### src/hdl/mcr_defs.svh
`ifndef MCR_DEFS_SVH
`define MCR_DEFS_SVH

// register addresses on ad[2:0]
`define MCR_A_LINE      3'h0
`define MCR_A_IFTEST    3'h1
`define MCR_A_DETECT    3'h2
`define MCR_A_TONE      3'h3
`define MCR_A_DSP       3'h4
`define MCR_A_GAIN      3'h5
`define MCR_A_SIG       3'h6

// field positions
`define MCR_B_ANSORIG   0
`define MCR_B_TXEN      1
`define MCR_B_MODOPT    7
`define MCR_B_SWRESET   2
`define MCR_B_CLKCTL    3
`define MCR_B_BYPASS    4
`define MCR_B_INTEN     5
`define MCR_B_SPECACC   6
`define MCR_B_CALLINIT  5
`define MCR_B_TR_SEL    0
`define MCR_B_TR_DTMF   4
`define MCR_B_TR_ANS    5
`define MCR_B_TR_GUARD  6

// reset values and masks
`define MCR_RST_ZERO    8'h00
`define MCR_RST_GAIN    8'h04
`define MCR_KEEP_GAIN   8'h04
`define MCR_EVT_MASK    8'h5e
`define MCR_TXEN_MASK   8'h06
`define MCR_DTMF_MASK   8'h08
// arbitrary signature value, names no real part
`define MCR_SIG_CODE    4'h5
`define MCR_BUS_IDLE    12'hf00

// timing
`define MCR_CLK_HZ      100000000
`define MCR_CLKOUT_MULT 16
`define MCR_HALF(r)     (`MCR_CLK_HZ / (`MCR_CLKOUT_MULT * (r) * 2))

`endif

### src/hdl/mcr_pkg.sv
`default_nettype none
package mcr_pkg;
	typedef enum logic [1:0] {MCR_MOD_QAM, MCR_MOD_DPSK, MCR_MOD_FSK, MCR_MOD_NONE} mcr_mod_t;
	typedef enum logic [2:0] {MCR_RATE_2400, MCR_RATE_1200, MCR_RATE_600, MCR_RATE_300,
		MCR_RATE_V21, MCR_RATE_NONE} mcr_rate_t;
	typedef enum logic [2:0] {MCR_XM_POWER_DOWN, MCR_XM_SYNC_INT, MCR_XM_SYNC_EXT,
		MCR_XM_SYNC_SLAVE, MCR_XM_ASYNC, MCR_XM_FSK} mcr_xmode_t;
	typedef enum logic [1:0] {MCR_TEST_NORMAL, MCR_TEST_ANALOG_LOOP, MCR_TEST_REMOTE_DLOOP,
		MCR_TEST_LOCAL_DLOOP} mcr_test_t;
	typedef enum logic [1:0] {MCR_DET_2225, MCR_DET_2100, MCR_DET_SCT_900,
		MCR_DET_EITHER} mcr_det_tone_t;

	typedef struct packed {
		logic rx_level;
		logic s1_pattern;
		logic rx_data;
		logic unscr_mark;
		logic carrier;
		logic special_tone;
		logic call_progress;
		logic sig_quality;
	} mcr_detect_t;

	typedef struct packed {
		logic          tx_low_band;
		logic          rx_high_band;
		logic          tx_enable;
		mcr_xmode_t    xmode;
		logic [3:0]    char_bits;
		logic [3:0]    data_bits;
		mcr_mod_t      modulation;
		mcr_rate_t     rate;
		mcr_test_t     test;
		logic          rx_use_tx_carrier;
		logic          power_down;
		logic          scr_bypass;
		logic [1:0]    tx_pattern;
		logic          eq_enable;
		logic          train_inhibit;
		logic          dsp_run;
		logic          sixteen_way;
		logic          tx_s1;
		logic          call_init;
		logic [3:0]    tx_atten;
		logic          rx_boost;
		logic          off_hook;
		logic          clk_tristate;
		logic          txd_alt;
		logic          txd_source;
		logic [1:0]    quality_threshold_sel;
		logic          rxd_enable;
	} mcr_modem_ctl_t;

	typedef struct packed {
		logic          dual_tone_send;
		logic [3:0]    dtmf_code;
		logic          guard_550;
		logic          calling_1300;
		logic          answer_tone;
		logic          answer_2100;
		mcr_det_tone_t det_tone;
	} mcr_tone_ctl_t;
endpackage
`default_nettype wire

### src/hdl/mcr_sync2.sv
`default_nettype none
module mcr_sync2 #(
	parameter int          WIDTH = 1,
	parameter logic [WIDTH-1:0] RST_VAL = '0
) (
	input  wire logic             clk_i,
	input  wire logic             rst_n_i,
	input  wire logic [WIDTH-1:0] d_i,
	output logic      [WIDTH-1:0] q_o
);
	logic [WIDTH-1:0] meta;

	always_ff @(posedge clk_i or negedge rst_n_i)
	begin
		if (!rst_n_i)
		begin
			meta <= RST_VAL;
			q_o  <= RST_VAL;
		end
		else
		begin
			meta <= d_i;
			q_o  <= meta;
		end
	end
endmodule
`default_nettype wire

### src/hdl/mcr_clkdiv.sv
`default_nettype none
module mcr_clkdiv #(
	parameter int WIDTH = 13
) (
	input  wire logic             clk_i,
	input  wire logic             rst_n_i,
	input  wire logic [WIDTH-1:0] half_i,
	output logic                  tick_o
);
	logic [WIDTH-1:0] cnt;

	// one-cycle pulse every half_i cycles
	always_ff @(posedge clk_i or negedge rst_n_i)
	begin
		if (!rst_n_i)
		begin
			cnt    <= '0;
			tick_o <= 1'b0;
		end
		else if (cnt + WIDTH'(1) >= half_i)
		begin
			cnt    <= '0;
			tick_o <= 1'b1;
		end
		else
		begin
			cnt    <= cnt + WIDTH'(1);
			tick_o <= 1'b0;
		end
	end
endmodule
`default_nettype wire

### src/hdl/mcr_bank.sv
// What this block does
// RULE1: answer/originate 1 sends low band, receives high; 0 the reverse
// RULE2: async codes select 8 to 11 bit characters, 6 to 9 data bits
// RULE3: data source keeps sync transmit bits valid at transmit clock rising edge
// RULE4: option 0: QAM 2400, DPSK 1200, FSK 300; option 1: DPSK 600, V.21
// RULE5: test field: normal, analog loop, remote digital loop, local digital loop
// RULE6: software reset powers down, clears controls and tones except gain bit two
// RULE7: clock pin echoes crystal, or sixteen times data rate in DPSK/QAM
// RULE8: bypass bit routes DPSK and QAM transmit data around the scrambler
// RULE9: interrupt enable raises interrupt on change of detect bits 1-4 or 6
// RULE10: transmit enable masks answer tone and call progress interrupts
// RULE11: active dual tone sending masks the carrier detect interrupt
// RULE12: power-down disables all interrupts regardless of the enable bit
// RULE13: quality flag reads 1 on poor signal; threshold from quality select bits
// RULE14: special tone flag meaning follows answer/originate, tone select, call init
// RULE15: carrier flag reads 1 while a carrier is received
// RULE16: S1 flag reads 1 while aligned 001100 dibit pattern is received
// RULE17: receive level flag reads 0 below about -25 dBm0, else 1
// RULE18: guard bit, answer mode, select 1, no dual tone: send 550 Hz guard tone
// RULE19: guard bit, originate mode, select 0: send 1300 Hz calling tone
// RULE20: host writes zero into every reserved bit
// RULE21: signature register returns a four-bit code in its upper bits
// RULE22: special register shares address 5 with the gain register
// RULE23: special register reached only while special access bit is set
// RULE24: dual tone pair chosen by send bit and four code bits
// RULE25: interrupt stays asserted until detect register read or full reset; the pin also releases when the enable bit clears or in power-down
`default_nettype none
`include "mcr_defs.svh"
module mcr_bank #(
	parameter int HALF_2400 = `MCR_HALF(2400),
	parameter int HALF_1200 = `MCR_HALF(1200),
	parameter int HALF_600  = `MCR_HALF(600)
) (
	input  wire logic                    clk_i,
	input  wire logic                    rst_n_i,
	input  wire logic                    ale_i,
	input  wire logic                    cs_n_i,
	input  wire logic                    rd_n_i,
	input  wire logic                    wr_n_i,
	input  wire logic [7:0]              ad_i,
	output logic      [7:0]              ad_o,
	output logic                         ad_oe_o,
	output logic                         int_o,
	output logic                         int_oe_o,
	input  wire mcr_pkg::mcr_detect_t    detect_i,
	input  wire logic                    tx_baud_clk_i,
	input  wire logic                    rx_unscr_data_i,
	input  wire logic                    xtal_echo_i,
	output logic                         clk_pin_o,
	output mcr_pkg::mcr_modem_ctl_t      modem_o,
	output mcr_pkg::mcr_tone_ctl_t       tone_o
);
	import mcr_pkg::*;

	logic [11:0]    bus_s;
	logic           ale_s;
	logic           cs_n_s;
	logic           rd_n_s;
	logic           wr_n_s;
	logic [7:0]     ad_s;
	logic           ale_q;
	logic           rd_q;
	logic           wr_q;
	logic [2:0]     addr_q;
	logic           sel_q;
	logic           wr_go;
	logic           rd_end;
	logic [7:0]     line_mode_control;
	logic [7:0]     interface_test_control;
	logic [7:0]     tone_control;
	logic [6:0]     dsp_control;
	logic [7:0]     gain_attenuation_control;
	logic [3:1]     special_rw;
	logic [7:0]     detect_status;
	logic [7:0]     det_q;
	logic [7:0]     evt_mask;
	logic [7:0]     rdata;
	logic           int_pend;
	logic           pwr_down;
	logic           int_en;
	mcr_mod_t       next_mod;
	logic [12:0]    half_sel;
	logic           tick;
	logic           clk16_q;
	logic           special_sel;

	mcr_sync2 #(
		.WIDTH   (12),
		.RST_VAL (`MCR_BUS_IDLE)
	) u_sync (
		.clk_i   (clk_i),
		.rst_n_i (rst_n_i),
		.d_i     ({ale_i, cs_n_i, rd_n_i, wr_n_i, ad_i}),
		.q_o     (bus_s)
	);

	assign {ale_s, cs_n_s, rd_n_s, wr_n_s, ad_s} = bus_s;

	// address and chip select latched on the falling edge of ale
	always_ff @(posedge clk_i or negedge rst_n_i)
	begin
		if (!rst_n_i)
		begin
			ale_q  <= 1'b1;
			rd_q   <= 1'b1;
			wr_q   <= 1'b1;
			addr_q <= 3'h0;
			sel_q  <= 1'b0;
		end
		else
		begin
			ale_q <= ale_s;
			rd_q  <= rd_n_s;
			wr_q  <= wr_n_s;
			if (ale_q && !ale_s)
			begin
				addr_q <= ad_s[2:0];
				sel_q  <= !cs_n_s;
			end
		end
	end

	assign wr_go       = sel_q && !wr_q && wr_n_s;
	assign rd_end      = sel_q && !rd_q && rd_n_s;
	assign special_sel = dsp_control[`MCR_B_SPECACC]; // [RULE23]

	// register writes; data taken on the rising edge of write
	always_ff @(posedge clk_i or negedge rst_n_i)
	begin
		if (!rst_n_i)
		begin
			line_mode_control        <= `MCR_RST_ZERO;
			interface_test_control   <= `MCR_RST_ZERO;
			tone_control             <= `MCR_RST_ZERO;
			dsp_control              <= 7'h00;
			gain_attenuation_control <= `MCR_RST_GAIN;
			special_rw               <= 3'h0;
		end
		else if (wr_go)
		begin
			if (addr_q == `MCR_A_IFTEST && ad_s[`MCR_B_SWRESET])
			begin
				line_mode_control        <= `MCR_RST_ZERO; // [RULE6]
				interface_test_control   <= `MCR_RST_ZERO; // [RULE6]
				tone_control             <= `MCR_RST_ZERO; // [RULE6]
				dsp_control              <= 7'h00; // [RULE6]
				gain_attenuation_control <= gain_attenuation_control & `MCR_KEEP_GAIN; // [RULE6]
				special_rw               <= 3'h0; // [RULE6]
			end
			else
			begin
				case (addr_q)
					`MCR_A_LINE:   line_mode_control <= ad_s;
					`MCR_A_IFTEST: interface_test_control <= ad_s;
					`MCR_A_TONE:   tone_control <= ad_s;
					`MCR_A_DSP:    dsp_control <= ad_s[6:0];
					`MCR_A_GAIN:
					begin
						if (special_sel)
							special_rw <= ad_s[3:1]; // [RULE22] [RULE23]
						else
							gain_attenuation_control <= ad_s; // [RULE22]
					end
					default: ;
				endcase
			end
		end
	end

	// flags reported straight from the datapath monitors
	assign detect_status = detect_i; // [RULE13] [RULE15] [RULE16] [RULE17]

	always_comb
	begin
		case (addr_q)
			`MCR_A_LINE:   rdata = line_mode_control;
			`MCR_A_IFTEST: rdata = interface_test_control;
			`MCR_A_DETECT: rdata = detect_status;
			`MCR_A_TONE:   rdata = tone_control;
			`MCR_A_DSP:    rdata = {1'b0, dsp_control};
			`MCR_A_GAIN:
			begin
				if (special_sel)
					rdata = {1'b0, tx_baud_clk_i, rx_unscr_data_i, 1'b0,
						special_rw, 1'b0}; // [RULE23]
				else
					rdata = gain_attenuation_control;
			end
			`MCR_A_SIG:    rdata = {`MCR_SIG_CODE, 4'h0}; // [RULE21]
			default:       rdata = 8'h00;
		endcase
	end

	// read data driven while read is low and the latched select is set
	always_ff @(posedge clk_i or negedge rst_n_i)
	begin
		if (!rst_n_i)
		begin
			ad_o    <= 8'h00;
			ad_oe_o <= 1'b0;
		end
		else
		begin
			ad_o    <= rdata;
			ad_oe_o <= sel_q && !rd_n_s;
		end
	end

	assign pwr_down = line_mode_control[5:2] == 4'h0;
	assign int_en   = interface_test_control[`MCR_B_INTEN];

	assign evt_mask = `MCR_EVT_MASK & ~({8{line_mode_control[`MCR_B_TXEN]}} & `MCR_TXEN_MASK) &
		~({8{tone_control[`MCR_B_TR_DTMF]}} & `MCR_DTMF_MASK); // [RULE9] [RULE10] [RULE11]

	// a change seen in the cycle of the clearing read still wins
	always_ff @(posedge clk_i or negedge rst_n_i)
	begin
		if (!rst_n_i)
		begin
			det_q    <= 8'h00;
			int_pend <= 1'b0;
			int_oe_o <= 1'b0;
		end
		else
		begin
			det_q <= detect_status;
			if (((detect_status ^ det_q) & evt_mask) != 8'h00 && int_en && !pwr_down)
				int_pend <= 1'b1; // [RULE9] [RULE12]
			else if (rd_end && addr_q == `MCR_A_DETECT)
				int_pend <= 1'b0; // [RULE25]
			// open drain: pulled low while pending, enabled and not powered down
			int_oe_o <= int_pend && int_en && !pwr_down; // [RULE9] [RULE12] [RULE25]
		end
	end

	assign int_o = 1'b0;

	always_comb
	begin
		case (line_mode_control[6:5])
			2'b10:   next_mod = MCR_MOD_QAM;
			2'b00:   next_mod = MCR_MOD_DPSK;
			2'b01:   next_mod = MCR_MOD_FSK;
			default: next_mod = MCR_MOD_NONE;
		endcase
	end

	assign half_sel = next_mod == MCR_MOD_QAM ? 13'(HALF_2400) :
		line_mode_control[`MCR_B_MODOPT] ? 13'(HALF_600) : 13'(HALF_1200);
	mcr_clkdiv #(
		.WIDTH   (13)
	) u_div (
		.clk_i   (clk_i),
		.rst_n_i (rst_n_i),
		.half_i  (half_sel),
		.tick_o  (tick)
	);

	always_ff @(posedge clk_i or negedge rst_n_i)
	begin
		if (!rst_n_i)
			clk16_q <= 1'b0;
		else if (tick)
			clk16_q <= !clk16_q;
	end

	// crystal echo unless the rate clock is chosen in DPSK or QAM
	assign clk_pin_o = (interface_test_control[`MCR_B_CLKCTL] &&
		(next_mod == MCR_MOD_QAM || next_mod == MCR_MOD_DPSK)) ? clk16_q : xtal_echo_i; // [RULE7]

	// decoded controls toward the datapath
	always_ff @(posedge clk_i or negedge rst_n_i)
	begin
		if (!rst_n_i)
			modem_o <= '0;
		else
		begin
			modem_o.tx_low_band  <= line_mode_control[`MCR_B_ANSORIG]; // [RULE1]
			modem_o.rx_high_band <= line_mode_control[`MCR_B_ANSORIG]; // [RULE1]
			modem_o.tx_enable    <= line_mode_control[`MCR_B_TXEN];
			modem_o.char_bits    <= 4'h8 + {2'b00, line_mode_control[3:2]}; // [RULE2]
			modem_o.data_bits    <= 4'h6 + {2'b00, line_mode_control[3:2]}; // [RULE2]
			case (line_mode_control[5:2])
				4'h0:    modem_o.xmode <= MCR_XM_POWER_DOWN;
				4'h1:    modem_o.xmode <= MCR_XM_SYNC_INT;
				4'h2:    modem_o.xmode <= MCR_XM_SYNC_EXT;
				4'h3:    modem_o.xmode <= MCR_XM_SYNC_SLAVE;
				4'h4, 4'h5, 4'h6, 4'h7:
					modem_o.xmode <= MCR_XM_ASYNC; // [RULE2]
				4'h8, 4'hc:
					modem_o.xmode <= MCR_XM_FSK;
				default: modem_o.xmode <= MCR_XM_POWER_DOWN;
			endcase
			modem_o.modulation <= next_mod;
			case (next_mod)
				MCR_MOD_QAM:  modem_o.rate <= line_mode_control[`MCR_B_MODOPT] ?
					MCR_RATE_NONE : MCR_RATE_2400; // [RULE4]
				MCR_MOD_DPSK: modem_o.rate <= line_mode_control[`MCR_B_MODOPT] ?
					MCR_RATE_600 : MCR_RATE_1200; // [RULE4]
				MCR_MOD_FSK:  modem_o.rate <= line_mode_control[`MCR_B_MODOPT] ?
					MCR_RATE_V21 : MCR_RATE_300; // [RULE4]
				default:      modem_o.rate <= MCR_RATE_NONE;
			endcase
			case (interface_test_control[1:0])
				2'b00:   modem_o.test <= MCR_TEST_NORMAL; // [RULE5]
				2'b01:   modem_o.test <= MCR_TEST_ANALOG_LOOP; // [RULE5]
				2'b10:   modem_o.test <= MCR_TEST_REMOTE_DLOOP; // [RULE5]
				default: modem_o.test <= MCR_TEST_LOCAL_DLOOP; // [RULE5]
			endcase
			modem_o.rx_use_tx_carrier <= interface_test_control[1:0] == 2'b01; // [RULE5]
			modem_o.power_down    <= pwr_down; // [RULE6]
			modem_o.scr_bypass    <= interface_test_control[`MCR_B_BYPASS] &&
				(next_mod == MCR_MOD_QAM || next_mod == MCR_MOD_DPSK); // [RULE8]
			modem_o.tx_pattern    <= interface_test_control[7:6];
			modem_o.eq_enable     <= dsp_control[0];
			modem_o.train_inhibit <= dsp_control[1];
			modem_o.dsp_run       <= dsp_control[2];
			modem_o.sixteen_way   <= dsp_control[3];
			modem_o.tx_s1         <= dsp_control[4];
			modem_o.call_init     <= dsp_control[`MCR_B_CALLINIT];
			modem_o.tx_atten      <= gain_attenuation_control[3:0];
			modem_o.rx_boost      <= gain_attenuation_control[4];
			modem_o.off_hook      <= gain_attenuation_control[5];
			modem_o.clk_tristate  <= gain_attenuation_control[6];
			modem_o.txd_alt       <= gain_attenuation_control[7];
			modem_o.txd_source    <= special_rw[3];
			modem_o.quality_threshold_sel <= special_rw[2:1]; // [RULE13]
			modem_o.rxd_enable    <= !tone_control[7];
		end
	end

	// tone generator controls; the dual tone bit overrides the answer, guard and calling tones
	always_ff @(posedge clk_i or negedge rst_n_i)
	begin
		if (!rst_n_i)
			tone_o <= '0;
		else
		begin
			tone_o.dual_tone_send <= tone_control[`MCR_B_TR_DTMF] &&
				line_mode_control[`MCR_B_TXEN]; // [RULE24]
			tone_o.dtmf_code      <= tone_control[3:0]; // [RULE24]
			tone_o.guard_550      <= tone_control[`MCR_B_TR_GUARD] &&
				!tone_control[`MCR_B_TR_ANS] && !tone_control[`MCR_B_TR_DTMF] &&
				tone_control[`MCR_B_TR_SEL] && !line_mode_control[`MCR_B_ANSORIG] &&
				(next_mod == MCR_MOD_QAM || next_mod == MCR_MOD_DPSK); // [RULE18]
			tone_o.calling_1300   <= tone_control[`MCR_B_TR_GUARD] &&
				!tone_control[`MCR_B_TR_ANS] && !tone_control[`MCR_B_TR_DTMF] &&
				!tone_control[`MCR_B_TR_SEL] && line_mode_control[`MCR_B_ANSORIG] &&
				next_mod != MCR_MOD_NONE; // [RULE19]
			tone_o.answer_tone    <= tone_control[`MCR_B_TR_ANS] &&
				!tone_control[`MCR_B_TR_DTMF];
			tone_o.answer_2100    <= tone_control[`MCR_B_TR_SEL];
			case ({line_mode_control[`MCR_B_ANSORIG], tone_control[`MCR_B_TR_SEL],
				dsp_control[`MCR_B_CALLINIT]})
				3'b101:  tone_o.det_tone <= MCR_DET_2225; // [RULE14]
				3'b111:  tone_o.det_tone <= MCR_DET_2100; // [RULE14]
				3'b000, 3'b010:
					tone_o.det_tone <= MCR_DET_SCT_900; // [RULE14]
				3'b100, 3'b110:
					tone_o.det_tone <= MCR_DET_EITHER; // [RULE14]
				default: tone_o.det_tone <= MCR_DET_EITHER;
			endcase
		end
	end
endmodule
`default_nettype wire

### config.mk
export PLATFORM = sky130hd
export DESIGN_NAME = mcr_bank
export DESIGN_NICKNAME = d
export VERILOG_FILES = /design/src/hdl/mcr_pkg.sv /design/src/hdl/mcr_sync2.sv /design/src/hdl/mcr_clkdiv.sv /design/src/hdl/mcr_bank.sv
export VERILOG_INCLUDE_DIRS = /design/src /design/src/hdl
export SDC_FILE = /design/constraint.sdc
export NUM_CORES = 1
export LEC_CHECK = 0
export ABC_CLOCK_PERIOD_IN_PS = 3200
export BUFFER_PORTS_ARGS = -buffer_cell sky130_fd_sc_hd__buf_4
export CORE_MARGIN = 3
export CORE_UTILIZATION = 51
export DETAILED_ROUTE_END_ITERATION = 12
export GPL_ROUTABILITY_DRIVEN = 0
export HOLD_SLACK_MARGIN = 0.08
export PLACE_DENSITY = 0.73
export SLEW_MARGIN = 30
export SYNTH_ARGS = -nofsm -noshare
export SYNTH_HDL_FRONTEND = slang
export SYNTH_SLANG_ARGS = --single-unit
### constraint.sdc
create_clock -name clk_i -period 3.2 [get_ports clk_i]
set_input_delay 0.48 -clock clk_i [delete_from_list [all_inputs] [get_ports clk_i]]
set_output_delay 0.48 -clock clk_i [all_outputs]
set_load 0.01 [all_outputs]
==> impl_metrics.prom, run 1 <==
# TYPE chip_impl_metric gauge
chip_impl_metric{name="viasPerCell",unit=""} 5.49
chip_impl_metric{name="crit_path_max_incr_delay",unit="ns"} 0.48
chip_impl_metric{name="vias",unit=""} 3991
chip_impl_metric{name="synth_seq_cells",unit=""} 153
chip_impl_metric{name="finalHoldViolCount",unit=""} 0
chip_impl_metric{name="post-route-period-util",unit="%"} 91.4
chip_impl_metric{name="drt_iter0_drc",unit=""} 327
chip_impl_metric{name="whs_path_depth",unit=""} 1
chip_impl_metric{name="final_nets",unit=""} 612
chip_impl_metric{name="cp.depth",unit=""} 11
chip_impl_metric{name="drt-pass1-iter-count",unit=""} 8
chip_impl_info{name="yosys-top-cells-count",value="141 x sky130_fd_sc_hd__dfrtp_1, 36 x sky130_fd_sc_hd__nand2_1, 26 x sky130_fd_sc_hd__o21ai_0"} 1
chip_impl_metric{name="drt.antenna.violating_nets",unit=""} 0
chip_impl_metric{name="route.detailed.drc",unit=""} 0
chip_impl_metric{name="synth.yosys.seq_area_share",unit="%"} 63.2
chip_impl_metric{name="holdWs",unit="ns"} 0.168
chip_impl_metric{name="postSynthAreaPerCell",unit="um2"} 12.6
chip_impl_metric{name="post-route-min-period",unit="ns"} 2.93
chip_impl_metric{name="setup_total_negative_slack",unit="ns"} 0
chip_impl_metric{name="h-tree-depth",unit=""} 4
chip_impl_metric{name="post_detail_place_hpwl",unit="um"} 9130
chip_impl_metric{name="routed_wl",unit="um"} 13000
chip_impl_metric{name="synth_enable_flop_cells",unit=""} 0
chip_impl_metric{name="cts.sink_count",unit=""} 153
chip_impl_metric{name="vdd.ir_drop.worst",unit="mV"} 0.355
chip_impl_metric{name="finalSetupViolations",unit=""} 0
chip_impl_metric{name="worstMarginPinSlew",unit="ns"} 0.708
chip_impl_metric{name="syn_area",unit="um2"} 6080
chip_impl_metric{name="floorplan.initialDensity",unit="%"} 52.8
chip_impl_metric{name="async_reset_ff_share",unit="%"} 100
chip_impl_metric{name="cts_made_buffers",unit=""} 17
chip_impl_metric{name="cellPowerDensity",unit="nW/um2"} 876
chip_impl_metric{name="global_route_wire_length_before_repair",unit="um"} 21200
chip_impl_info{name="critical_path.startpoint_type",value="flip-flop"} 1
chip_impl_info{name="status",value="finished, final reports clean"} 1
chip_impl_metric{name="setup.reg_to_reg.worst_slack",unit="ns"} 0.27
chip_impl_metric{name="drive_above_1_share",unit="%"} 30.5
chip_impl_info{name="series_of_cell_instances_along_the_critical_path",value="ha_2 -> nand2_1 -> or4_1 -> xor2_1 -> inv_1 -> ha_1 -> a21oi_2 -> o211ai_1 -> o31a_1 -> buf_4 -> a211oi_1"} 1
chip_impl_metric{name="yosysUniqueCellTypes",unit=""} 55
chip_impl_metric{name="fin_worst_skew",unit="ns"} 0.00669
chip_impl_metric{name="std_cell_rows",unit=""} 39
chip_impl_metric{name="clock_insertion_delay_worst_skew",unit="ns"} 0.42
chip_impl_info{name="grt_setup_unrepaired",value="no"} 1
chip_impl_info{name="post_synth_main_area_contributors",value="sky130_fd_sc_hd__dfrtp_1 58%, sky130_fd_sc_hd__dfstp_2 5.2%, sky130_fd_sc_hd__mux2_2 4.3%, sky130_fd_sc_hd__ha_1 3.3%, sky130_fd_sc_hd__nand2_1 2.2%"} 1
chip_impl_metric{name="finalInstanceArea",unit="um2"} 7380
chip_impl_metric{name="grtUsageTotal",unit="%"} 21.0
chip_impl_metric{name="placeableCoreArea",unit="um2"} 11500
chip_impl_info{name="crit_slowest_cell",value="sky130_fd_sc_hd__or4_1"} 1
chip_impl_metric{name="static-leakage-power",unit="nW"} 3.57
chip_impl_metric{name="path_max_fanout",unit=""} 13
chip_impl_metric{name="critPathArrivalTime",unit="ns"} 3.25
chip_impl_metric{name="instance_area_at_placement",unit="um2"} 6850
chip_impl_info{name="netlist.top_cell.by_area",value="sky130_fd_sc_hd__dfrtp_1"} 1
chip_impl_metric{name="critical_path_buf_inv_count",unit=""} 2
chip_impl_metric{name="path_clk_slew",unit="ns"} 0.06
chip_impl_metric{name="utilization",unit="%"} 64.1
chip_impl_metric{name="die_height",unit="um"} 115
chip_impl_metric{name="antenna-diode-count",unit=""} 0
chip_impl_metric{name="top_level_ports",unit=""} 92
chip_impl_info{name="crit_type",value="flip-flop to flip-flop"} 1
chip_impl_metric{name="die_w",unit="um"} 115
chip_impl_info{name="critical_path.endpoint_type",value="flip-flop"} 1
chip_impl_metric{name="largest_net_degree_at_the_start_of_global_routing",unit=""} 65
chip_impl_metric{name="max_cap_viol_count",unit=""} 0
chip_impl_info{name="cts_root_buffer",value="sky130_fd_sc_hd__clkbuf_16"} 1
chip_impl_metric{name="routed_wire_length_per_instance",unit="um"} 17.8
chip_impl_metric{name="syn-instance-count",unit=""} 482
chip_impl_info{name="tritoncts_clock_tree",value="built"} 1
chip_impl_info{name="holdCritPathClass",value="input pin to flip-flop"} 1
chip_impl_metric{name="finalMaxSlewViolations",unit=""} 0
chip_impl_metric{name="number_of_cell_instances_on_the_worst_register_to_register_path",unit=""} 11
chip_impl_metric{name="buffer_ports.inserted",unit=""} 89
chip_impl_metric{name="grt_pass1_vias",unit=""} 3998
chip_impl_metric{name="cts-root-to-sink-buffers",unit=""} 2
chip_impl_metric{name="fp.dieArea",unit="um2"} 13300
chip_impl_metric{name="initial_antenna_violation_count",unit=""} 0
chip_impl_metric{name="cp_data_required_time",unit="ns"} 3.53
chip_impl_metric{name="post-cts-setup-buffer-count",unit=""} 0
chip_impl_metric{name="synth-warning-count",unit=""} 0
chip_impl_metric{name="max_slew_margin",unit="%"} 52.6
chip_impl_metric{name="grt.overflow.total",unit=""} 0
chip_impl_metric{name="flow.area_growth_from_synthesis",unit="%"} 21.4
chip_impl_info{name="post-synth-top-count-cell",value="sky130_fd_sc_hd__dfrtp_1"} 1
chip_impl_info{name="synth_ff_type",value="sky130_fd_sc_hd__dfrtp_1"} 1
chip_impl_metric{name="clock.fmax",unit="MHz"} 342
chip_impl_metric{name="synthDominantCellAreaShare",unit="%"} 58.0
chip_impl_info{name="crit_family",value="compound AO/OA/AOI/OAI gates"} 1
-- state kept, by name (all words and copies together) (netlist names), 8 cells and up --
signal / flops
u_sync.q_o: 12
modem_o: 39
tone_control: 8
tone_o: 10
line_mode_control: 8
u_sync.meta: 12
interface_test_control: 8
u_div.cnt: 13
ad_o: 8
gain_attenuation_control: 8
-- worst reg2reg max path, cell delays in order, from the launching register on --
cell                       delay, ns
sky130_fd_sc_hd__dfrtp_1        0.44
sky130_fd_sc_hd__ha_2           0.26
sky130_fd_sc_hd__nand2_1        0.09
sky130_fd_sc_hd__or4_1          0.48
sky130_fd_sc_hd__xor2_1         0.21
sky130_fd_sc_hd__inv_1          0.07
sky130_fd_sc_hd__ha_1           0.32
sky130_fd_sc_hd__a21oi_2        0.18
sky130_fd_sc_hd__o211ai_1       0.12
sky130_fd_sc_hd__o31a_1         0.26
sky130_fd_sc_hd__buf_4          0.19
sky130_fd_sc_hd__a211oi_1       0.22
-- placed cells by master (no fill, tap or decap), types with 9 or more instances in the layout --
master                      synthesis  final
sky130_fd_sc_hd__a211oi_2           9      9
sky130_fd_sc_hd__mux2_2            23     23
sky130_fd_sc_hd__nor2_1            24     24
sky130_fd_sc_hd__nand3_1           12     12
sky130_fd_sc_hd__a21oi_1           13     12
sky130_fd_sc_hd__ha_1              16     15
sky130_fd_sc_hd__a22o_1            13     13
sky130_fd_sc_hd__o21ai_0           26     26
sky130_fd_sc_hd__clkbuf_16          0     17
sky130_fd_sc_hd__and2_1             9      9
sky130_fd_sc_hd__nor2b_1           11     11
sky130_fd_sc_hd__inv_1             24     24
sky130_fd_sc_hd__buf_4              8     94
sky130_fd_sc_hd__nand2_1           36     36
sky130_fd_sc_hd__dfrtp_1          141    141
sky130_fd_sc_hd__dfstp_2           12     12
-- layout make-up --
cell class / instances / area (um2)
Clock inverter: 11 / 75.1
Fill cell: 852 / 4140
Tap cell: 143 / 179
Sequential cell: 153 / 3840
Timing Repair Buffer: 97 / 747
Clock buffer: 21 / 440
Multi-Input combinational cell: 277 / 2000
Inverter: 25 / 93.8
-- final timing paths --
kind,from,to
worst min register to register,u_sync.meta[1]$_DFF_PN0_,u_sync.q_o[1]$_DFF_PN0_
worst max register to register,u_div.cnt[0]$_DFF_PN0_,u_div.cnt[0]$_DFF_PN0_
min in group asynchronous,rst_n_i,tone_o[7]$_DFF_PN0_
worst max-delay path,u_div.cnt[0]$_DFF_PN0_,u_div.cnt[0]$_DFF_PN0_
max in group asynchronous,rst_n_i,gain_attenuation_control[2]$_DFFE_PN1P_
worst min-delay path,ad_i[5],u_sync.meta[5]$_DFF_PN0_
-- routing by layer --
layer | vias to the layer above | part of all wire (%) | GRT usage, % | wire [um]
li1 | 1844 | - | - | -
met1 | 1983 | 44 | 29.5 | 5720
met2 | 140 | 47 | 31.1 | 6100
met3 | 24 | 6.4 | 6.32 | 826
met4 | 0 | 2.4 | 7.90 | 316
met5 | - | 0 | 0 | 0
-- through the flow --
stage	total power, mW	setup WS [ns]	cells
final	6.46	0.275	727
after global routing	6.87	0.00983	727
after CTS	6.50	0.184	727
after detailed placement	4.74	0.176	694
after global placement	4.64	0.388	694
after floorplan	3.90	0.410	483
-- cell families (layout without fill, tap and decap cells) --
family / Yosys count / after routing / synth area share [%]
xor+xnor: 16 / 16 / 2.31
buf+inv: 53 / 154 / 4.06
simple gates: 124 / 124 / 10.5
mux: 32 / 32 / 6.15
flops: 153 / 153 / 63.2
compound gates: 86 / 86 / 10.3
other cells: 2 / 3 / 0.124
fa+ha+maj: 16 / 16 / 3.29
-- timing repair --
action,in CTS,in global routing
setup endpoints to repair,0,13
resized for setup,0,2
hold buffers,1,0
endpoints found under the hold margin,62,0
-- where the power goes --
group / switching [mW] / internal, mW
Combinational: 0.896 / 0.902
Clock: 0.766 / 0.986
Sequential: 0.432 / 2.48
No activity file was read; power rests on OpenSTA's default activity.
==> run 2, diff against run 1 <==
Settings changed: CELL_PAD_IN_SITES_DETAIL_PLACEMENT from default to 1, CELL_PAD_IN_SITES_GLOBAL_PLACEMENT from default to 1, CORE_UTILIZATION 51 to 45, PLACE_DENSITY 0.73 to default, PLACE_DENSITY_LB_ADDON from default to 0.1.
==> run 2 against run 1 <==
Net effect:
- die area is 13% higher
- combinational power hardly changed
- count of clock-buffer cells in the layout is 1 higher
- setup slack worse by 0.036 ns
==> impl_metrics.prom, run 2 (same netlist as run 1, synthesis figures left out) <==
# TYPE chip_impl_metric gauge
chip_impl_metric{name="grt.overflow.total",unit=""} 0
chip_impl_metric{name="drt.antenna.violating_nets",unit=""} 0
chip_impl_metric{name="instance_area_at_placement",unit="um2"} 6880
chip_impl_metric{name="post-route-period-util",unit="%"} 92.5
chip_impl_metric{name="static-leakage-power",unit="nW"} 3.62
chip_impl_metric{name="vdd.ir_drop.worst",unit="mV"} 0.386
chip_impl_metric{name="top_level_ports",unit=""} 92
chip_impl_metric{name="fp.dieArea",unit="um2"} 14900
chip_impl_metric{name="grt_pass1_vias",unit=""} 4367
chip_impl_metric{name="finalInstanceArea",unit="um2"} 7510
chip_impl_info{name="top_regs",value="modem_o x39, u_div.cnt x13"} 1
chip_impl_metric{name="fill_count",unit=""} 1321
chip_impl_metric{name="die_height",unit="um"} 122
chip_impl_metric{name="drive_above_1_share",unit="%"} 30.8
chip_impl_info{name="critical_path.endpoint_type",value="flip-flop"} 1
chip_impl_metric{name="die_w",unit="um"} 122
chip_impl_info{name="critical_path.startpoint_type",value="flip-flop"} 1
chip_impl_metric{name="finalSetupViolations",unit=""} 0
chip_impl_metric{name="vias",unit=""} 4004
chip_impl_info{name="worst_hold_path.endpoint",value="u_sync.meta[2]$_DFF_PN0_"} 1
chip_impl_metric{name="max_slew_margin",unit="%"} 41.7
chip_impl_metric{name="routed_wl",unit="um"} 14600
chip_impl_metric{name="drt_iter0_drc",unit=""} 224
chip_impl_metric{name="grtUsageTotal",unit="%"} 21.1
chip_impl_metric{name="post_detail_place_hpwl",unit="um"} 10200
chip_impl_metric{name="final_critical_path_setup_slack",unit="ns"} 0.239
chip_impl_metric{name="routed_wire_length_per_instance",unit="um"} 19.3
chip_impl_metric{name="crit_path_max_incr_delay",unit="ns"} 0.49
chip_impl_info{name="layout.cells.most_common",value="sky130_fd_sc_hd__dfrtp_1"} 1
chip_impl_info{name="layout.cells.most_common_list",value="141 x sky130_fd_sc_hd__dfrtp_1, 94 x sky130_fd_sc_hd__buf_4, 36 x sky130_fd_sc_hd__nand2_1"} 1
chip_impl_metric{name="max_cap_viol_count",unit=""} 0
chip_impl_metric{name="path_max_fanout",unit=""} 13
chip_impl_metric{name="route.detailed.drc",unit=""} 0
chip_impl_info{name="reg2reg_from",value="u_div.cnt[0]$_DFF_PN0_"} 1
chip_impl_metric{name="drt-pass1-iter-count",unit=""} 5
chip_impl_metric{name="cellPowerDensity",unit="nW/um2"} 906
chip_impl_info{name="largest-register",value="modem_o"} 1
chip_impl_metric{name="post-route-min-period",unit="ns"} 2.96
chip_impl_info{name="crit_slowest_cell",value="sky130_fd_sc_hd__or4_1"} 1
chip_impl_metric{name="cts_made_buffers",unit=""} 17
chip_impl_info{name="crit_family",value="compound AO/OA/AOI/OAI gates"} 1
chip_impl_metric{name="buffer_ports.inserted",unit=""} 89
chip_impl_metric{name="placeableCoreArea",unit="um2"} 12900
chip_impl_metric{name="cts-root-to-sink-buffers",unit=""} 2
chip_impl_info{name="status",value="finished, final reports clean"} 1
chip_impl_metric{name="floorplan.initialDensity",unit="%"} 47.0
chip_impl_metric{name="detailedPlace.worstSlack",unit="ns"} 0.149
chip_impl_metric{name="clock.fmax",unit="MHz"} 338
chip_impl_metric{name="critical_path_buf_inv_count",unit=""} 2
chip_impl_metric{name="fin_worst_skew",unit="ns"} 0.00665
chip_impl_metric{name="global_route_wire_length_before_repair",unit="um"} 23700
chip_impl_metric{name="worstMarginPinSlew",unit="ns"} 0.874
chip_impl_metric{name="antenna-diode-count",unit=""} 0
chip_impl_metric{name="number_of_cell_instances_on_the_worst_register_to_register_path",unit=""} 11
chip_impl_info{name="grt_setup_unrepaired",value="no"} 1
chip_impl_metric{name="h-tree-depth",unit=""} 4
chip_impl_info{name="tritoncts_clock_tree",value="built"} 1
chip_impl_metric{name="cts.sink_count",unit=""} 153
chip_impl_metric{name="final_nets",unit=""} 612
chip_impl_metric{name="flow.area_growth_from_synthesis",unit="%"} 23.6
chip_impl_metric{name="p_total",unit="mW"} 6.81
chip_impl_metric{name="clock_insertion_delay_worst_skew",unit="ns"} 0.43
chip_impl_metric{name="setup.reg_to_reg.worst_slack",unit="ns"} 0.24
chip_impl_metric{name="largest_reg_flops",unit=""} 39
chip_impl_metric{name="std_cell_rows",unit=""} 41
chip_impl_metric{name="initial_antenna_violation_count",unit=""} 0
chip_impl_metric{name="path_clk_slew",unit="ns"} 0.06
chip_impl_metric{name="finalMaxSlewViolations",unit=""} 0
chip_impl_info{name="crit_type",value="flip-flop to flip-flop"} 1
chip_impl_info{name="cts_root_buffer",value="sky130_fd_sc_hd__clkbuf_16"} 1
chip_impl_metric{name="whs_path_depth",unit=""} 1
chip_impl_info{name="holdCritPathClass",value="input pin to flip-flop"} 1
chip_impl_metric{name="cp_data_required_time",unit="ns"} 3.52
chip_impl_metric{name="viasPerCell",unit=""} 5.30
chip_impl_metric{name="largest_net_degree_at_the_start_of_global_routing",unit=""} 68
chip_impl_metric{name="setup_total_negative_slack",unit="ns"} 0
chip_impl_info{name="series_of_cell_instances_along_the_critical_path",value="ha_2 -> nand2_1 -> or4_1 -> xor2_1 -> inv_1 -> ha_1 -> a21oi_2 -> o211ai_1 -> o31a_1 -> buf_4 -> a211oi_1"} 1
chip_impl_metric{name="finalHoldViolCount",unit=""} 0
chip_impl_info{name="hp-start",value="ad_i[2]"} 1
chip_impl_metric{name="critPathArrivalTime",unit="ns"} 3.28
chip_impl_info{name="critical_path.reg2reg.endpoint",value="u_div.cnt[0]$_DFF_PN0_"} 1
run 2: cell types whose count changed in the layout (fill, tap and decap cells not counted):
cell,previous run,this run
sky130_fd_sc_hd__bufinv_16,0,3
sky130_fd_sc_hd__clkbuf_8,0,3
sky130_fd_sc_hd__clkbuf_1,4,2
sky130_fd_sc_hd__clkinv_2,4,2
sky130_fd_sc_hd__clkinvlp_4,5,3
run 2: per-stage QoR:
step           util (%)  cells  hold WS (ns)
2_1_floorplan         -    483         0.184
3_3_place_gp       53.2    723         0.334
3_5_place_dp       53.2    723         0.336
4_1_cts            58.1    756         0.141
5_1_grt            58.1    756         0.138
6_report           58.1    756         0.158
run 2: routing by layer:
| metal | GRT usage [%] | share of wire (%) |
|---|---|---|
| met1 | 28.7 | 46 |
| met2 | 33.0 | 48 |
| met3 | 4.70 | 4.5 |
| met4 | 9.03 | 2.1 |
| met5 | 0 | 0 |
run 2: area by class of cell:
class / count / area, um2 / area share, %
sequential: 153 / 3840 / 51.2
multi-input combinational: 277 / 2000 / 26.6
timing repair buffer: 97 / 747 / 9.94
clock buffer: 22 / 474 / 6.31
tap: 172 / 215 / 2.86
clock inverter: 10 / 140 / 1.87
inverter: 25 / 93.8 / 1.25
run 2: what timing repair did:
item | CTS | global route
setup endpoints to repair | 0 | 12
buffers inserted | 0 | 0
resized for setup | 0 | 2
hold buffers | 1 | 0
endpoints found under the hold margin | 51 | 0
run 2: how the worst max path moves through the flow:
stage	from	endpoint	depth (start not counted)
global placement	u_div.cnt[0]$_DFF_PN0_	u_div.cnt[0]$_DFF_PN0_	11
global route	u_div.cnt[0]$_DFF_PN0_	u_div.cnt[0]$_DFF_PN0_	11
CTS	u_div.cnt[0]$_DFF_PN0_	u_div.cnt[0]$_DFF_PN0_	11
finish	u_div.cnt[0]$_DFF_PN0_	u_div.cnt[0]$_DFF_PN0_	11
detailed placement	u_div.cnt[0]$_DFF_PN0_	u_div.cnt[0]$_DFF_PN0_	11
floorplan	u_div.cnt[0]$_DFF_PN0_	u_div.cnt[10]$_DFF_PN0_	11
run 2: worst reg2reg max path, stage by stage, from the launching register on:
cell and delay, ns:
sky130_fd_sc_hd__dfrtp_1 0.43, sky130_fd_sc_hd__ha_2 0.27, sky130_fd_sc_hd__nand2_1 0.09, sky130_fd_sc_hd__or4_1 0.49
sky130_fd_sc_hd__xor2_1 0.21, sky130_fd_sc_hd__inv_1 0.08, sky130_fd_sc_hd__ha_1 0.33, sky130_fd_sc_hd__a21oi_2 0.17
sky130_fd_sc_hd__o211ai_1 0.10, sky130_fd_sc_hd__o31a_1 0.25, sky130_fd_sc_hd__buf_4 0.20, sky130_fd_sc_hd__a211oi_1 0.25
run 2: report_power, final:
part	switching [mW]	internal, mW	total [mW]
Sequential	0.451	2.48	2.93
Clock	0.771	1.29	2.06
Combinational	0.918	0.901	1.82
Total	2.14	4.67	6.81
==> run 3, diff against run 2 <==
Settings changed: ABC_CLOCK_PERIOD_IN_PS 3200 to 3850, CORE_UTILIZATION 45 to 49.
Clock period 3.2 ns to 3.85 ns, I/O delays scaled along.
==> run 3 against run 2 <==
Net effect:
- global-route usage up 2.5 points
- worst hold slack improved by 0.035 ns
- register-to-register slack improved by 0.32 ns
- maximum frequency decreased by 10%
- clock power decreased by 23%
- total power is 18% lower
- clock skew decreased by 0.0015 ns
- setup slack improved by 0.32 ns
- critical path depth fell by 1
- non-clock buffer count down 6
- die area decreased by 7.8%
- wire length up 4.5%
- largest power group unchanged
==> impl_metrics.prom, run 3 (same netlist as run 1, synthesis figures left out) <==
# TYPE chip_impl_metric gauge
chip_impl_metric{name="cellPowerDensity",unit="nW/um2"} 751
chip_impl_metric{name="flow.area_growth_from_synthesis",unit="%"} 21.9
chip_impl_metric{name="grt.overflow.total",unit=""} 0
chip_impl_info{name="crit_path_end",value="u_div.cnt[1]$_DFF_PN0_"} 1
chip_impl_metric{name="clock.fmax",unit="MHz"} 304
chip_impl_metric{name="post-route-period-util",unit="%"} 85.6
chip_impl_metric{name="antenna-diode-count",unit=""} 0
chip_impl_metric{name="setup.reg_to_reg.worst_slack",unit="ns"} 0.56
chip_impl_metric{name="cts_made_buffers",unit=""} 17
chip_impl_info{name="tritoncts_clock_tree",value="built"} 1
chip_impl_metric{name="route.detailed.drc",unit=""} 0
chip_impl_metric{name="global_route_wire_length_before_repair",unit="um"} 25100
chip_impl_metric{name="detailedPlace.worstSlack",unit="ns"} 0.638
chip_impl_metric{name="final_critical_path_setup_slack",unit="ns"} 0.556
chip_impl_metric{name="worstMarginPinSlew",unit="ns"} 0.920
chip_impl_info{name="grt_setup_unrepaired",value="no"} 1
chip_impl_metric{name="drt_iter0_drc",unit=""} 254
chip_impl_info{name="status",value="finished, final reports clean"} 1
chip_impl_metric{name="vias",unit=""} 4077
chip_impl_metric{name="die_height",unit="um"} 117
chip_impl_metric{name="p_total",unit="mW"} 5.56
chip_impl_metric{name="die_w",unit="um"} 117
chip_impl_metric{name="grt_pass1_vias",unit=""} 4596
chip_impl_metric{name="largest_reg_flops",unit=""} 39
chip_impl_info{name="critical_path.startpoint_type",value="flip-flop"} 1
chip_impl_metric{name="buffer_ports.inserted",unit=""} 89
chip_impl_info{name="critical_path.reg2reg.endpoint",value="u_div.cnt[1]$_DFF_PN0_"} 1
chip_impl_info{name="layout.cells.most_common_list",value="141 x sky130_fd_sc_hd__dfrtp_1, 89 x sky130_fd_sc_hd__buf_4, 36 x sky130_fd_sc_hd__nand2_1"} 1
chip_impl_metric{name="critPathArrivalTime",unit="ns"} 3.56
chip_impl_metric{name="number_of_cell_instances_on_the_worst_register_to_register_path",unit=""} 10
chip_impl_metric{name="cts-root-to-sink-buffers",unit=""} 2
chip_impl_metric{name="fin_worst_skew",unit="ns"} 0.00517
chip_impl_metric{name="placeableCoreArea",unit="um2"} 12100
chip_impl_metric{name="path_clk_slew",unit="ns"} 0.06
chip_impl_metric{name="finalHoldViolCount",unit=""} 0
chip_impl_metric{name="cts.sink_count",unit=""} 153
chip_impl_metric{name="drive_above_1_share",unit="%"} 30.0
chip_impl_metric{name="vdd.ir_drop.worst",unit="mV"} 0.303
chip_impl_metric{name="top_level_ports",unit=""} 92
chip_impl_metric{name="hold_buffers",unit=""} 0
chip_impl_metric{name="post_detail_place_hpwl",unit="um"} 9980
chip_impl_metric{name="max_cap_viol_count",unit=""} 0
chip_impl_metric{name="drt.antenna.violating_nets",unit=""} 0
chip_impl_info{name="cts_root_buffer",value="sky130_fd_sc_hd__clkbuf_16"} 1
chip_impl_metric{name="routed_wire_length_per_instance",unit="um"} 20.4
chip_impl_metric{name="max_slew_margin",unit="%"} 38.7
chip_impl_metric{name="path_max_fanout",unit=""} 13
chip_impl_info{name="top_regs",value="modem_o x39, u_div.cnt x13"} 1
chip_impl_metric{name="setup_total_negative_slack",unit="ns"} 0
chip_impl_metric{name="routed_wl",unit="um"} 15200
chip_impl_metric{name="floorplan.initialDensity",unit="%"} 50.4
chip_impl_metric{name="finalMaxSlewViolations",unit=""} 0
chip_impl_info{name="holdCritPathClass",value="input pin to async pin"} 1
chip_impl_metric{name="h-tree-depth",unit=""} 4
chip_impl_metric{name="static-leakage-power",unit="nW"} 3.58
chip_impl_metric{name="post-cts-setup-buffer-count",unit=""} 0
chip_impl_metric{name="final_nets",unit=""} 606
chip_impl_metric{name="cp_data_required_time",unit="ns"} 4.11
chip_impl_metric{name="post-route-min-period",unit="ns"} 3.29
chip_impl_metric{name="grtUsageTotal",unit="%"} 23.6
chip_impl_metric{name="drt-pass1-iter-count",unit=""} 6
chip_impl_metric{name="fp.dieArea",unit="um2"} 13800
chip_impl_metric{name="holdWs",unit="ns"} 0.194
chip_impl_metric{name="largest_net_degree_at_the_start_of_global_routing",unit=""} 84
chip_impl_metric{name="finalSetupViolations",unit=""} 0
chip_impl_info{name="critical_path.endpoint_type",value="flip-flop"} 1
chip_impl_metric{name="viasPerCell",unit=""} 5.47
chip_impl_info{name="reg2reg_from",value="u_div.cnt[0]$_DFF_PN0_"} 1
chip_impl_metric{name="std_cell_rows",unit=""} 40
chip_impl_info{name="crit_type",value="flip-flop to flip-flop"} 1
chip_impl_metric{name="clock_insertion_delay_worst_skew",unit="ns"} 0.42
chip_impl_info{name="worstSetupStartpoint",value="u_div.cnt[0]$_DFF_PN0_"} 1
chip_impl_info{name="largest-register",value="modem_o"} 1
chip_impl_metric{name="initial_antenna_violation_count",unit=""} 0
chip_impl_info{name="layout.cells.most_common",value="sky130_fd_sc_hd__dfrtp_1"} 1
chip_impl_metric{name="cts_resized",unit=""} 0
## run 3: cell types whose count changed in the layout (fill, tap and decap cells not counted), sizes merged
cell | previous run | this run
buf | 96 | 91
bufinv | 3 | 1
clkbuf | 22 | 24
clkinv | 3 | 5
clkinvlp | 3 | 1
dlygate4sd3 | 1 | 0
inv | 26 | 25
## run 3: layer usage
layer  track usage (%)  wire length (um)  vias to the layer above
met4              9.53               292                        0
met2              38.5              7570                      125
li1                  -                 -                     1823
met3              5.93               831                       28
met5                 0                 0                        -
met1              30.4              6520                     2101
## run 3: metrics by stage
step / instance area, um2 / instances / util [%]
floorplan: 6080 / 483 / -
global placement: 6840 / 714 / 56.7
detailed placement: 6840 / 714 / 56.7
CTS: 7410 / 745 / 61.4
global route: 7410 / 745 / 61.4
finish: 7410 / 745 / 61.4
## run 3: how the worst min path moves through the flow
| stage | end | slack, ns | cells after the start |
|---|---|---|---|
| after CTS | modem_o[14]$_DFF_PN0_ | 0.23 | 1 |
| after floorplan | ad_o[0]$_DFF_PN0_ | 0.28 | 0 |
| after global placement | u_sync.q_o[5]$_DFF_PN0_ | 0.33 | 0 |
| final | modem_o[14]$_DFF_PN0_ | 0.19 | 1 |
| after global routing | u_sync.meta[3]$_DFF_PN0_ | 0.24 | 1 |
| after detailed placement | u_sync.q_o[5]$_DFF_PN0_ | 0.34 | 0 |
## run 3: layout make-up
cell class | count | area (um2)
Multi-Input combinational cell | 277 | 1990
Clock inverter | 7 | 66.3
Clock buffer | 24 | 502
Tap cell | 168 | 210
Fill cell | 1192 | 4650
Sequential cell | 153 | 3840
Inverter | 25 | 93.8
Timing Repair Buffer | 91 | 699
## run 3: critical path, cell delays in order, from the launching register on
cell	delay, ns
sky130_fd_sc_hd__dfrtp_1	0.45
sky130_fd_sc_hd__ha_1	0.32
sky130_fd_sc_hd__nand2_1	0.13
sky130_fd_sc_hd__or4_1	0.50
sky130_fd_sc_hd__xor2_1	0.19
sky130_fd_sc_hd__inv_1	0.06
sky130_fd_sc_hd__ha_1	0.32
sky130_fd_sc_hd__nand4_1	0.14
sky130_fd_sc_hd__o221ai_1	0.26
sky130_fd_sc_hd__o31a_1	0.66
sky130_fd_sc_hd__a211oi_1	0.10
## run 3: power breakdown
group | switching [mW] | total, mW | internal, mW
clock network | 0.618 | 1.59 | 0.968
logic | 0.786 | 1.53 | 0.741
registers | 0.385 | 2.45 | 2.06
